==> src/common/ftx_pkg.sv <==
// shared constants and types of the fast ethernet transmit encoder
package ftx_pkg;

	// code-group bits and serial slot
	localparam int          CG_W      = 5;
	localparam logic [2:0]  CG_LAST   = 3'h4;
	localparam logic [2:0]  CNT_RST   = 3'h0;

	// control code-groups
	localparam logic [4:0]  CG_IDLE   = 5'h1F;
	localparam logic [4:0]  CG_J      = 5'h18;
	localparam logic [4:0]  CG_K      = 5'h11;
	localparam logic [4:0]  CG_T      = 5'h0D;
	localparam logic [4:0]  CG_R      = 5'h07;
	localparam logic [4:0]  CG_HALT   = 5'h04;

	// scrambler
	localparam int          SCR_W     = 11;
	localparam int          SCR_TAP_A = 10;
	localparam int          SCR_TAP_B = 8;

	// line coder reset and phase values
	localparam logic [1:0]  MLT_RST   = 2'h0;
	localparam logic [1:0]  MLT_POS   = 2'h1;
	localparam logic [1:0]  MLT_NEG   = 2'h3;

	// buffer defaults
	localparam int          FIFO_DEPTH = 32;

	// nibble to code-group table
	localparam logic [4:0] ENC_TABLE [16] = '{
		5'h1E, 5'h09, 5'h14, 5'h15, 5'h0A, 5'h0B, 5'h0E, 5'h0F,
		5'h12, 5'h13, 5'h16, 5'h17, 5'h1A, 5'h1B, 5'h1C, 5'h1D
	};

	// one buffered MII transfer
	typedef struct packed {
		logic       en;
		logic       er;
		logic [3:0] nib;
	} ftx_word_t;

	localparam int WORD_W = $bits(ftx_word_t);

	typedef enum logic [1:0] {
		ST_IDLE,
		ST_K,
		ST_DATA,
		ST_R
	} ftx_state_t;

endpackage

==> src/ftx_encoder.sv <==
// transmit coding path: buffer, 4b5b, scrambler, nrzi, mlt-3
// How it works
// every MAC nibble becomes a 5-bit code-group before going out
// data nibbles map through the fixed sixteen-entry code-group table
// first preamble byte of each frame is sent as J then K
// later preamble and data nibbles are encoded while the frame lasts
// enable low ends the frame; encoder then sends T then R
// after R, IDLE code-groups go out until enable rises again
// halt code-group marks errors, distinct from all data codes
// invalid code-groups are never emitted
// scrambler is an 11-bit self-feeding LFSR running continuously
// polynomial x^11 + x^9 + 1, one step per serial bit
// each serial bit is XORed with the scrambler output
// scrambler seed comes from the five address straps
// scrambling can be bypassed
// NRZI: a one toggles the line level, a zero holds it
// NRZI split into two streams with alternating one events
// only MLT-3 output; no plain binary output exists
// MII nibbles become a serial scrambled MLT-3 stream
// frame sequencing follows the standard transmit state machine
`timescale 1ns/100ps
`default_nettype none

module ftx_fifo
	import ftx_pkg::*;
#(
	parameter int W     = WORD_W,
	parameter int DEPTH = FIFO_DEPTH
) (
	// clock and reset
	input  wire logic         mclk,
	input  wire logic         resetn,
	// fill side
	input  wire logic         in_valid,
	output logic              in_ready,
	input  wire logic [W-1:0] in_data,
	// drain side
	output logic              out_valid,
	input  wire logic         out_ready,
	output logic [W-1:0]      out_data
);
	localparam int AW = $clog2(DEPTH);

	logic [W-1:0] mem [DEPTH];
	logic [AW:0]  wr_q;
	logic [AW:0]  rd_q;
	logic         push;
	logic         pop;

	assign in_ready  = (wr_q - rd_q) != (AW+1)'(DEPTH);
	assign out_valid = wr_q != rd_q;
	assign out_data  = mem[rd_q[AW-1:0]];
	assign push      = in_valid && in_ready;
	assign pop       = out_valid && out_ready;

	// storage
	always_ff @(posedge mclk) begin
		if (push) begin
			mem[wr_q[AW-1:0]] <= in_data;
		end
	end

	// pointers
	always_ff @(posedge mclk) begin
		if (!resetn) begin
			wr_q <= '0;
			rd_q <= '0;
		end else begin
			if (push) begin
				wr_q <= wr_q + 1'b1;
			end
			if (pop) begin
				rd_q <= rd_q + 1'b1;
			end
		end
	end
endmodule // ftx_fifo

module ftx_encoder
	import ftx_pkg::*;
#(
	parameter int DEPTH = FIFO_DEPTH
) (
	// clock and reset
	input  wire logic       mclk,
	input  wire logic       resetn,
	// mac side
	input  wire logic       mii_valid,
	output logic            mii_ready,
	input  wire logic       tx_en,
	input  wire logic       tx_er,
	input  wire logic [3:0] txd,
	// configuration
	input  wire logic [4:0] phy_address_straps,
	input  wire logic       scrambler_bypass,
	// line side
	output logic            line_pos,
	output logic            line_neg,
	output logic            frame_active
);
	ftx_word_t   in_word;
	ftx_word_t   head;
	logic        head_valid;
	logic        pop;
	logic        load;
	ftx_state_t  state_q;
	ftx_state_t  state_d;
	logic [4:0]  cg_d;
	logic [4:0]  shift_q;
	logic [2:0]  cnt_q;
	logic [SCR_W-1:0] scr_q;
	logic        scr_bit;
	logic        sbit;
	logic        nrzi_q;
	logic        nrzi_d;
	logic [1:0]  phase_q;
	logic [1:0]  phase_d;
	logic        pos_q;
	logic        neg_q;

	assign in_word = '{en: tx_en, er: tx_er, nib: txd};

	// mac nibble buffer
	ftx_fifo #(
		.W     (WORD_W),
		.DEPTH (DEPTH)
	) u_fifo (
		.mclk      (mclk),
		.resetn    (resetn),
		.in_valid  (mii_valid),
		.in_ready  (mii_ready),
		.in_data   (in_word),
		.out_valid (head_valid),
		.out_ready (pop),
		.out_data  (head)
	);

	assign load = cnt_q == CG_LAST;

	// code-group selection and frame sequencing
	always_comb begin
		state_d = state_q;
		cg_d    = CG_IDLE;
		pop     = 1'b0;
		case (state_q)
			ST_IDLE: begin
				if (head_valid && head.en) begin
					pop     = load;
					cg_d    = CG_J;
					state_d = ST_K;
				end else begin
					pop     = load && head_valid;
					cg_d    = CG_IDLE;
				end
			end
			ST_K: begin
				pop     = load && head_valid && head.en;
				cg_d    = CG_K;
				state_d = ST_DATA;
			end
			ST_DATA: begin
				if (!head_valid) begin
					cg_d = CG_HALT;
				end else if (head.en) begin
					pop  = load;
					if (head.er) begin
						cg_d = CG_HALT;
					end else begin
						cg_d = ENC_TABLE[head.nib];
					end
				end else begin
					pop     = load;
					cg_d    = CG_T;
					state_d = ST_R;
				end
			end
			ST_R: begin
				cg_d    = CG_R;
				state_d = ST_IDLE;
			end
			default: begin
				cg_d    = CG_IDLE;
				state_d = ST_IDLE;
			end
		endcase
	end

	// sequencer state, advances once per code-group
	always_ff @(posedge mclk) begin
		if (!resetn) begin
			state_q <= ST_IDLE;
		end else if (load) begin
			state_q <= state_d;
		end
	end

	// serializer, msb of code-group first; only table and control codes load
	always_ff @(posedge mclk) begin
		if (!resetn) begin
			shift_q <= CG_IDLE;
			cnt_q   <= CNT_RST;
		end else if (load) begin
			shift_q <= cg_d;
			cnt_q   <= CNT_RST;
		end else begin
			shift_q <= {shift_q[3:0], 1'b0};
			cnt_q   <= cnt_q + 3'h1;
		end
	end

	// scrambler, seeded from straps during reset
	assign scr_bit = scr_q[SCR_TAP_A] ^ scr_q[SCR_TAP_B];
	always_ff @(posedge mclk) begin
		if (!resetn) begin
			scr_q <= {1'b1, phy_address_straps, ~phy_address_straps};
		end else begin
			scr_q <= {scr_q[SCR_W-2:0], scr_bit};
		end
	end

	assign sbit = scrambler_bypass ? shift_q[CG_W-1] :
		shift_q[CG_W-1] ^ scr_bit;

	// nrzi level
	assign nrzi_d = nrzi_q ^ sbit;
	always_ff @(posedge mclk) begin
		if (!resetn) begin
			nrzi_q <= 1'b0;
		end else begin
			nrzi_q <= nrzi_d;
		end
	end

	// mlt-3 phase steps on every nrzi transition
	assign phase_d = (nrzi_d != nrzi_q) ? phase_q + 2'h1 : phase_q;
	always_ff @(posedge mclk) begin
		if (!resetn) begin
			phase_q <= MLT_RST;
			pos_q   <= 1'b0;
			neg_q   <= 1'b0;
		end else begin
			phase_q <= phase_d;
			pos_q   <= phase_d == MLT_POS;
			neg_q   <= phase_d == MLT_NEG;
		end
	end

	// frame indication
	always_ff @(posedge mclk) begin
		if (!resetn) begin
			frame_active <= 1'b0;
		end else if (load) begin
			frame_active <= state_d != ST_IDLE;
		end
	end

	// only the two mlt-3 halves reach the line
	assign line_pos = pos_q;
	assign line_neg = neg_q;
endmodule // ftx_encoder

`default_nettype wire

==> config.mk <==
export PLATFORM = sky130hd
export DESIGN_NAME = ftx_encoder
export DESIGN_NICKNAME = d
export VERILOG_FILES = /design/src/common/ftx_pkg.sv /design/src/ftx_encoder.sv
export SDC_FILE = /design/constraint.sdc
export NUM_CORES = 1
export LEC_CHECK = 0
export BUFFER_PORTS_ARGS = -buffer_cell sky130_fd_sc_hd__buf_2
export CORE_ASPECT_RATIO = 1.2
export CORE_MARGIN = 2
export CORE_UTILIZATION = 30
export CTS_CLUSTER_SIZE = 16
export DETAILED_ROUTE_END_ITERATION = 7
export PLACE_DENSITY = 0.49
export SLEW_MARGIN = 0
export SYNTH_ARGS = -nofsm -noshare
export SYNTH_HDL_FRONTEND = slang
export SYNTH_SLANG_ARGS = --single-unit
export TNS_END_PERCENT = 20
==> constraint.sdc <==
create_clock -name mclk -period 2.97 [get_ports mclk]
set_input_delay 0.297 -clock mclk [delete_from_list [all_inputs] [get_ports mclk]]
set_output_delay 0.297 -clock mclk [all_outputs]
set_load 0.02 [all_outputs]
==> summary.md, run 1 <==
| Metric | Value |
|---|---|
| Netlist area before placement | `9990 sq um` |
| Post-synth ARST share | `0` |
| Clock Skew | `0.0172 ns` |
| Clock edge transition at the registers on the reported setup and hold paths | `0.06 ns` |
| Layout overhead on the synthesized area | `18.4%` |
| Final Instance Count excl. Fillers | `1161` |
| Estimated wirelength of the detail-placed design | `16.1 mm` |
| Time the final worst path needs with I/O delays and setup | `2.82 ns` |
| Met2 Track Usage GR | `0.240` |
| Placed cell count | `1108` |
| Worst flop-to-flop path endpoint | `shift_q[1]` |
| NetSw | `1.56 mW` |
| Commonest non-fill, non-tap cell in the layout | `edfxtp_1` |
| Sequential share of power | `0.503` |
| Compound-cell area share of the yosys netlist | `0.0589` |
| Vias in the first global route | `5780` |
| Start point of the critical path | `u_fifo.rd_q[1]` |
| Met1 GRT Util | `0.183` |
| Result of the run | `complete, no violations` |
| Crit end category | `output pin` |
| GR Overflow Total | `0` |
| Number of enable-type register cells in the synthesized netlist | `192` |
| Adder and majority cell fraction of the synthesized area | `0.0213` |
| TritonCTS Buffers | `25` |
| # port buffers | `18` |
| Wire length per cell after detailed routing | `20.6 um` |
| Leakage | `4.03 nW` |
| Die extent in x | `171 um` |
| Sequential standard cell area | `6630 sq um` |
| Detailed Route Iter0 Violations | `440` |
| Maximum root-to-sink buffer count | `3` |
| Combinational Power Share | `0.065` |
| Fillcell total | `3129` |
| Critical path arrival | `2.53 ns` |
| Area fraction in and, or, nand and nor cells after synthesis | `0.0877` |
| Synthesized Nets | `657` |
| Dominant combinational cell family by area after synthesis | `multiplexers` |
| Crit share post-route | `0.950` |
| Clock tree from TritonCTS | `done` |
| Placer Congestion | `0.801` |
| Worst endpoint required time | `2.67 ns` |
| Post-Layout Inst Area | `11800 sq um` |
| Ports | `19` |
| Max-capacitance violation count | `0` |
| Internal Dissipation | `5.69 mW` |
| Class of the tightest hold or removal check | `in -> reg` |
| Number of register bits inferred by synthesis | `235` |
| Diodes inserted | `0` |
| DRC errors left | `0` |
| Remaining antenna violation count | `0` |
| Leading cell types in the layout, fill and taps excluded | `edfxtp_1 (192), dfxtp_1 (41), buf_4 (38)` |
| Placed Instance Area | `10900 sq um` |
| Post-synthesis cell type count | `69` |
| Hold wc startpoint | `phy_address_straps[3]` |
| Most instantiated flip-flop cell in the synthesis netlist | `edfxtp_1` |
| Max FO, Critical Path | `4` |
| Root buffer cell | `clkbuf_16` |
| Pwr Density | `613 nW/um^2` |
| Cell count after synthesis | `625` |
| Detailed-router iteration count before antenna repair | `6` |
| Post-synthesis share of cell area spent on xor and xnor gates | `0.00877` |
| Number of antenna violations at the first check in global routing | `0` |
| Die area | `34800 sq um` |
| Least-Margin Pin Slew | `0.685 ns` |
| CP startpoint kind | `flop` |
| Share of synthesized area spent on multiplexers | `0.135` |
| GRT Resource Usage Total | `0.138` |
| Post-placement setup slack | `-0.0516 ns` |
| Area inside the core boundary | `33000 sq um` |
| Pin count of the biggest net entering global routing | `33` |
| Final Hold Violating Endpoints | `0` |
| Syn avg cell area | `16.0 sq um` |
| Final standard cell utilization of the core | `0.359` |
| Layout cells sized above 1 | `0.228` |
| Worst ir drop on vdd | `0.000442 V` |
| Met3 capacity usage during global routing | `0.0186` |
| Cell Rows | `73` |
| Worst slew margin relative to its limit | `0.543` |
| Yosys synthesis warning count | `0` |
| Max-slew violation total from the final report | `0` |
| # clock sinks | `235` |
| Part of the total power dissipated in the clock network | `0.432` |
| Routed Wire Length | `23.9 mm` |
| Y dimension of the die | `204 um` |
| Vias/cell | `4.92` |
| Latest clock arrival within the worst-skew pair | `0.51 ns` |
| Highest-utilization routing layer at the global route stage | `met2` |
| Starting Density | `0.303` |
| Register-to-register setup slack | `0.20 ns` |
| Setup TNS | `0 ns` |
| Critical path start-end classification | `reg -> out` |
| Number of H-tree branching levels | `1` |
| Final Net Count | `725` |
| Switching share of power | `0.215` |
| Area used by multi-input combinational logic | `3160 sq um` |
| RSZ-0062 raised after global routing | `false` |
| Maximum clock frequency | `0.354 GHz` |
| Count of endpoints failing setup in the final report | `0` |
| Register-to-Register Path Depth | `10` |
| Routed vias | `5717` |
| Setup ws final | `0.147 ns` |
| Wire length of the first global-routing pass | `36.0 mm` |
| Worst setup endpoint | `mii_ready` |
| Proportion of synthesized chip area in sequential cells | `0.663` |
## per-stage QoR
step           hold slack [ns]  total power, mW
2_1_floorplan            0.386             3.96
3_3_place_gp             0.399             4.17
3_5_place_dp             0.402             4.18
4_1_cts                0.00290             7.32
5_1_grt               0.000289             7.52
6_report                0.0173             7.25
## area by class of cell
cell class | count | share of cell area
Clock buffer | 28 | 0.0538
Clock inverter | 17 | 0.0159
Inverter | 21 | 0.00666
Multi-Input combinational cell | 342 | 0.267
Sequential cell | 235 | 0.560
Tap cell | 450 | 0.0476
Timing Repair Buffer | 68 | 0.0486
## flip-flops by register name, indices dropped and copies added (netlist names), named ones only
register	cells
u_fifo.wr_q	6
frame_active	1
line_neg	1
u_fifo.rd_q	6
u_fifo.mem	192
cnt_q	3
line_pos	1
phase_q	2
scr_q	11
shift_q	5
state_q	2
## worst min-delay path by stage
stage / depth (start not counted) / endpoint
global route: 2 / scr_q[3]
CTS: 2 / scr_q[3]
floorplan: 1 / scr_q[10]
finish: 2 / scr_q[3]
detailed placement: 1 / scr_q[10]
global placement: 1 / scr_q[10]
## power by group through the flow
stage	clock network, mW	registers, mW	logic (mW)
global route	3.35	3.65	0.515
detailed placement	0	3.72	0.459
CTS	3.20	3.65	0.466
global placement	0	3.72	0.450
floorplan	0	3.72	0.239
finish	3.13	3.65	0.471
## cell families after synthesis
family / after synthesis
AO/OA/AOI/OAI: 83
flip-flops: 235
XOR/XNOR: 10
buffers and inverters: 48
AND/OR/NAND/NOR: 158
adder cells (fa/ha/maj): 17
multiplexers: 74
## cells in the mapped netlist, types with 4 or more instances
cell type,number,area (sq um)
clkbuf_1,12,45.0
mux2_2,10,113
nor3b_1,5,37.5
xnor2_1,7,61.3
ha_1,17,213
nor2b_1,12,75.1
o21ai_1,4,20.0
nor2_1,25,93.8
a211oi_1,4,30.0
mux4_1,13,342
nand2_1,30,113
buf_2,7,35.0
dfxtp_1,43,861
mux4_2,31,698
a21oi_1,13,65.1
edfxtp_1,192,5770
and2_1,5,31.3
o21ai_0,15,75.1
and3_1,32,200
nand3_1,10,50.1
nand2b_1,7,43.8
o211ai_1,6,45.0
a221oi_1,5,43.8
inv_1,19,71.3
nor3_1,10,50.1
mux2i_1,20,200
## critical path, stage by stage, from the launching register on
cell     delay [ns]
dfxtp_1        0.32
inv_1          0.05
ha_1           0.31
nor2b_1        0.15
o21ai_2        0.17
and4b_1        0.20
o21ai_0        0.12
buf_4          0.19
a32oi_4        0.23
nand3_1        0.10
buf_2          0.18
## timing repair
action	CTS	global route
gates cloned	0	0
resized for setup	3	9
buffers inserted	0	4
endpoints found under the hold margin	4	0
hold buffers	4	0
pin swaps	0	2
setup endpoints to repair	2	203
## layer usage
layer / up-vias / wire (um)
met1: 2893 / 10300
met2: 175 / 12000
met3: 24 / 1240
li1: 2625 / -
met4: 0 / 394
met5: - / 0
Note: power is estimated with default switching activity, not from simulation.
==> inputs of run 2 (changes only) <==
- CORE_UTILIZATION: 30 -> 50
- PLACE_DENSITY: 0.49 -> 0.71
==> summary.md, run 2 (synthesis gave the netlist of run 1 again) <==
| Metric | Value |
|---|---|
| Result of the run | `complete, no violations (unchanged)` |
| Crit end category | `output pin (unchanged)` |
| Commonest non-fill, non-tap cell in the layout | `edfxtp_1 (unchanged)` |
| Slowest cell on the critical path | `or3_1 (was dfxtp_1)` |
| Leading cell types in the layout, fill and taps excluded | `edfxtp_1 (192), dfxtp_1 (41), buf_4 (36) (was edfxtp_1 (192), dfxtp_1 (41), buf_4 (38))` |
| Worst slew margin relative to its limit | `0.544 (was 0.543)` |
| Wire length per cell after detailed routing | `23.4 um (was 20.6 um)` |
| Highest cell delay on the worst timing path | `0.38 ns (was 0.32 ns)` |
| Wire length of the first global-routing pass | `34.5 mm (was 36.0 mm)` |
| Die area | `21100 sq um (was 34800 sq um)` |
| Starting Density | `0.511 (was 0.303)` |
| Critical path arrival | `2.53 ns (about the same)` |
| Met3 capacity usage during global routing | `0.0259 (was 0.0186)` |
| Layout overhead on the synthesized area | `13.6% (was 18.4%)` |
| CP startpoint kind | `flop (unchanged)` |
| GR Overflow Total | `0 (unchanged)` |
| Flip-flop count of the largest register after layout | `192 (unchanged)` |
| Leakage | `3.90 nW (was 4.03 nW)` |
| Maximum clock frequency | `0.353 GHz (was 0.354 GHz)` |
| Max-capacitance violation count | `0 (unchanged)` |
| Time the final worst path needs with I/O delays and setup | `2.83 ns (was 2.82 ns)` |
| Remaining antenna violation count | `0 (unchanged)` |
| Class of the tightest hold or removal check | `in -> reg (unchanged)` |
| Worst ir drop on vdd | `0.000458 V (was 0.000442 V)` |
| Layout cells sized above 1 | `0.217 (was 0.228)` |
| TritonCTS Buffers | `23 (was 25)` |
| Placer Congestion | `0.871 (was 0.801)` |
| Pwr Density | `606 nW/um^2 (was 613 nW/um^2)` |
| Number of cells on the worst hold path | `2 (unchanged)` |
| Detailed-router iteration count before antenna repair | `5 (was 6)` |
| Count of endpoints failing setup in the final report | `0 (unchanged)` |
| Max FO, Critical Path | `4 (unchanged)` |
| # clock sinks | `235 (unchanged)` |
| Final Net Count | `715 (was 725)` |
| Number of antenna violations at the first check in global routing | `0 (unchanged)` |
| Number of buffers inserted by post-CTS setup repair | `0 (unchanged)` |
| Max-slew violation total from the final report | `0 (unchanged)` |
| Pin count of the biggest net entering global routing | `33 (unchanged)` |
| Diodes inserted | `0 (unchanged)` |
| Total power | `6.88 mW (was 7.25 mW)` |
| Final Hold Violating Endpoints | `0 (unchanged)` |
| Register-to-Register Path Depth | `8 (was 10)` |
| Y dimension of the die | `159 um (was 204 um)` |
| Highest-utilization routing layer at the global route stage | `met2 (unchanged)` |
| Ports | `19 (unchanged)` |
| Number of H-tree branching levels | `1 (unchanged)` |
| Met1 GRT Util | `0.276 (was 0.183)` |
| Detailed Route Iter0 Violations | `615 (was 440)` |
| Critical path start-end classification | `reg -> out (unchanged)` |
| Area inside the core boundary | `19500 sq um (was 33000 sq um)` |
| Estimated wirelength of the detail-placed design | `15.0 mm (was 16.1 mm)` |
| CP Cell Sequence | `inv_1 -> ha_1 -> nor2b_1 -> o21ai_2 -> nand3b_1 -> or3_1 -> a32oi_4 -> nand3_2 -> buf_2 (was inv_1 -> ha_1 -> nor2b_1 -> o21ai_2 -> and4b_1 -> o21ai_0 -> buf_4 -> a32oi_4 -> nand3_1 -> buf_2)` |
| Crit share post-route | `0.953 (was 0.950)` |
| Maximum root-to-sink buffer count | `3 (unchanged)` |
| DRC errors left | `0 (unchanged)` |
| Setup ws final | `0.138 ns (was 0.147 ns)` |
| Clock edge transition at the registers on the reported setup and hold paths | `0.06 ns (about the same)` |
| GRT Resource Usage Total | `0.215 (was 0.138)` |
| # port buffers | `18 (unchanged)` |
| Worst endpoint required time | `2.67 ns (about the same)` |
| Fillcell total | `1472 (was 3129)` |
| Met2 Track Usage GR | `0.383 (was 0.240)` |
| Post-placement setup slack | `0.0686 ns (was -0.0516 ns)` |
| Routed vias | `5748 (was 5717)` |
| Least-Margin Pin Slew | `0.683 ns (was 0.685 ns)` |
| Vias/cell | `5.99 (was 4.92)` |
| Routed Wire Length | `22.5 mm (was 23.9 mm)` |
| Die extent in x | `133 um (was 171 um)` |
| Latest clock arrival within the worst-skew pair | `0.50 ns (was 0.51 ns)` |
| Clock Skew | `0.00693 ns (was 0.0172 ns)` |
| Root buffer cell | `clkbuf_16 (unchanged)` |
| Cell Rows | `56 (was 73)` |
| Clock tree from TritonCTS | `done (unchanged)` |
| Vias in the first global route | `5976 (was 5780)` |
-- run 2: per-layer routing --
layer,vias up,part of all wire
li1,2600,-
met5,-,0
met4,0,0.022
met1,2904,0.40
met3,38,0.053
met2,206,0.53
-- run 2: final timing paths --
| kind | end | slack [ns] | start |
|---|---|---|---|
| setup / recovery | mii_ready | 0.14 | u_fifo.rd_q[1] |
| setup reg to reg | shift_q[4] | 0.14 | flop |
| hold / removal | scr_q[3] | 0.04 | phy_address_straps[3] |
| hold reg to reg | scr_q[10] | 0.42 | scr_q[9] |
-- run 2: what timing repair did --
item,4_1_cts,5_1_grt
resized for setup,3,8
setup endpoints to repair,1,129
pin swaps,0,1
endpoints found under the hold margin,4,0
hold buffers,4,0
-- run 2: area by class of cell --
cell class / instances / area [sq um] / area share
sequential: 235 / 6630 / 0.584
multi-input combinational: 342 / 3160 / 0.278
clock buffer: 27 / 591 / 0.0520
timing repair buffer: 60 / 440 / 0.0388
tap: 261 / 327 / 0.0288
clock inverter: 14 / 129 / 0.0113
inverter: 21 / 78.8 / 0.00694
-- run 2: where the power goes --
group          total, mW  internal (mW)  switching (mW)
clock               2.79           1.60            1.19
combinational      0.443          0.162           0.281
sequential          3.65           3.63          0.0260
total               6.88           5.39            1.49
-- run 2: worst max-delay path: cells and delay by family (launching register included) --
kind | cells | cell delay (ns)
flip-flops | 1 | 0.33
adder cells (fa/ha/maj) | 1 | 0.29
buffers and inverters | 2 | 0.23
AND/OR/NAND/NOR | 4 | 0.77
AO/OA/AOI/OAI | 2 | 0.40
-- run 2: stage by stage --
step                instance area (sq um)  utilization  hold slack, ns  std cells  setup TNS (ns)
finish                              11400        0.581          0.0382        960               0
global placement                    10600        0.540           0.392        915               0
CTS                                 11300        0.579          0.0289        960               0
detailed placement                  10600        0.540           0.404        915               0
global route                        11400        0.581          0.0508        960         -0.0317
floorplan                            9990            -           0.386        625               0
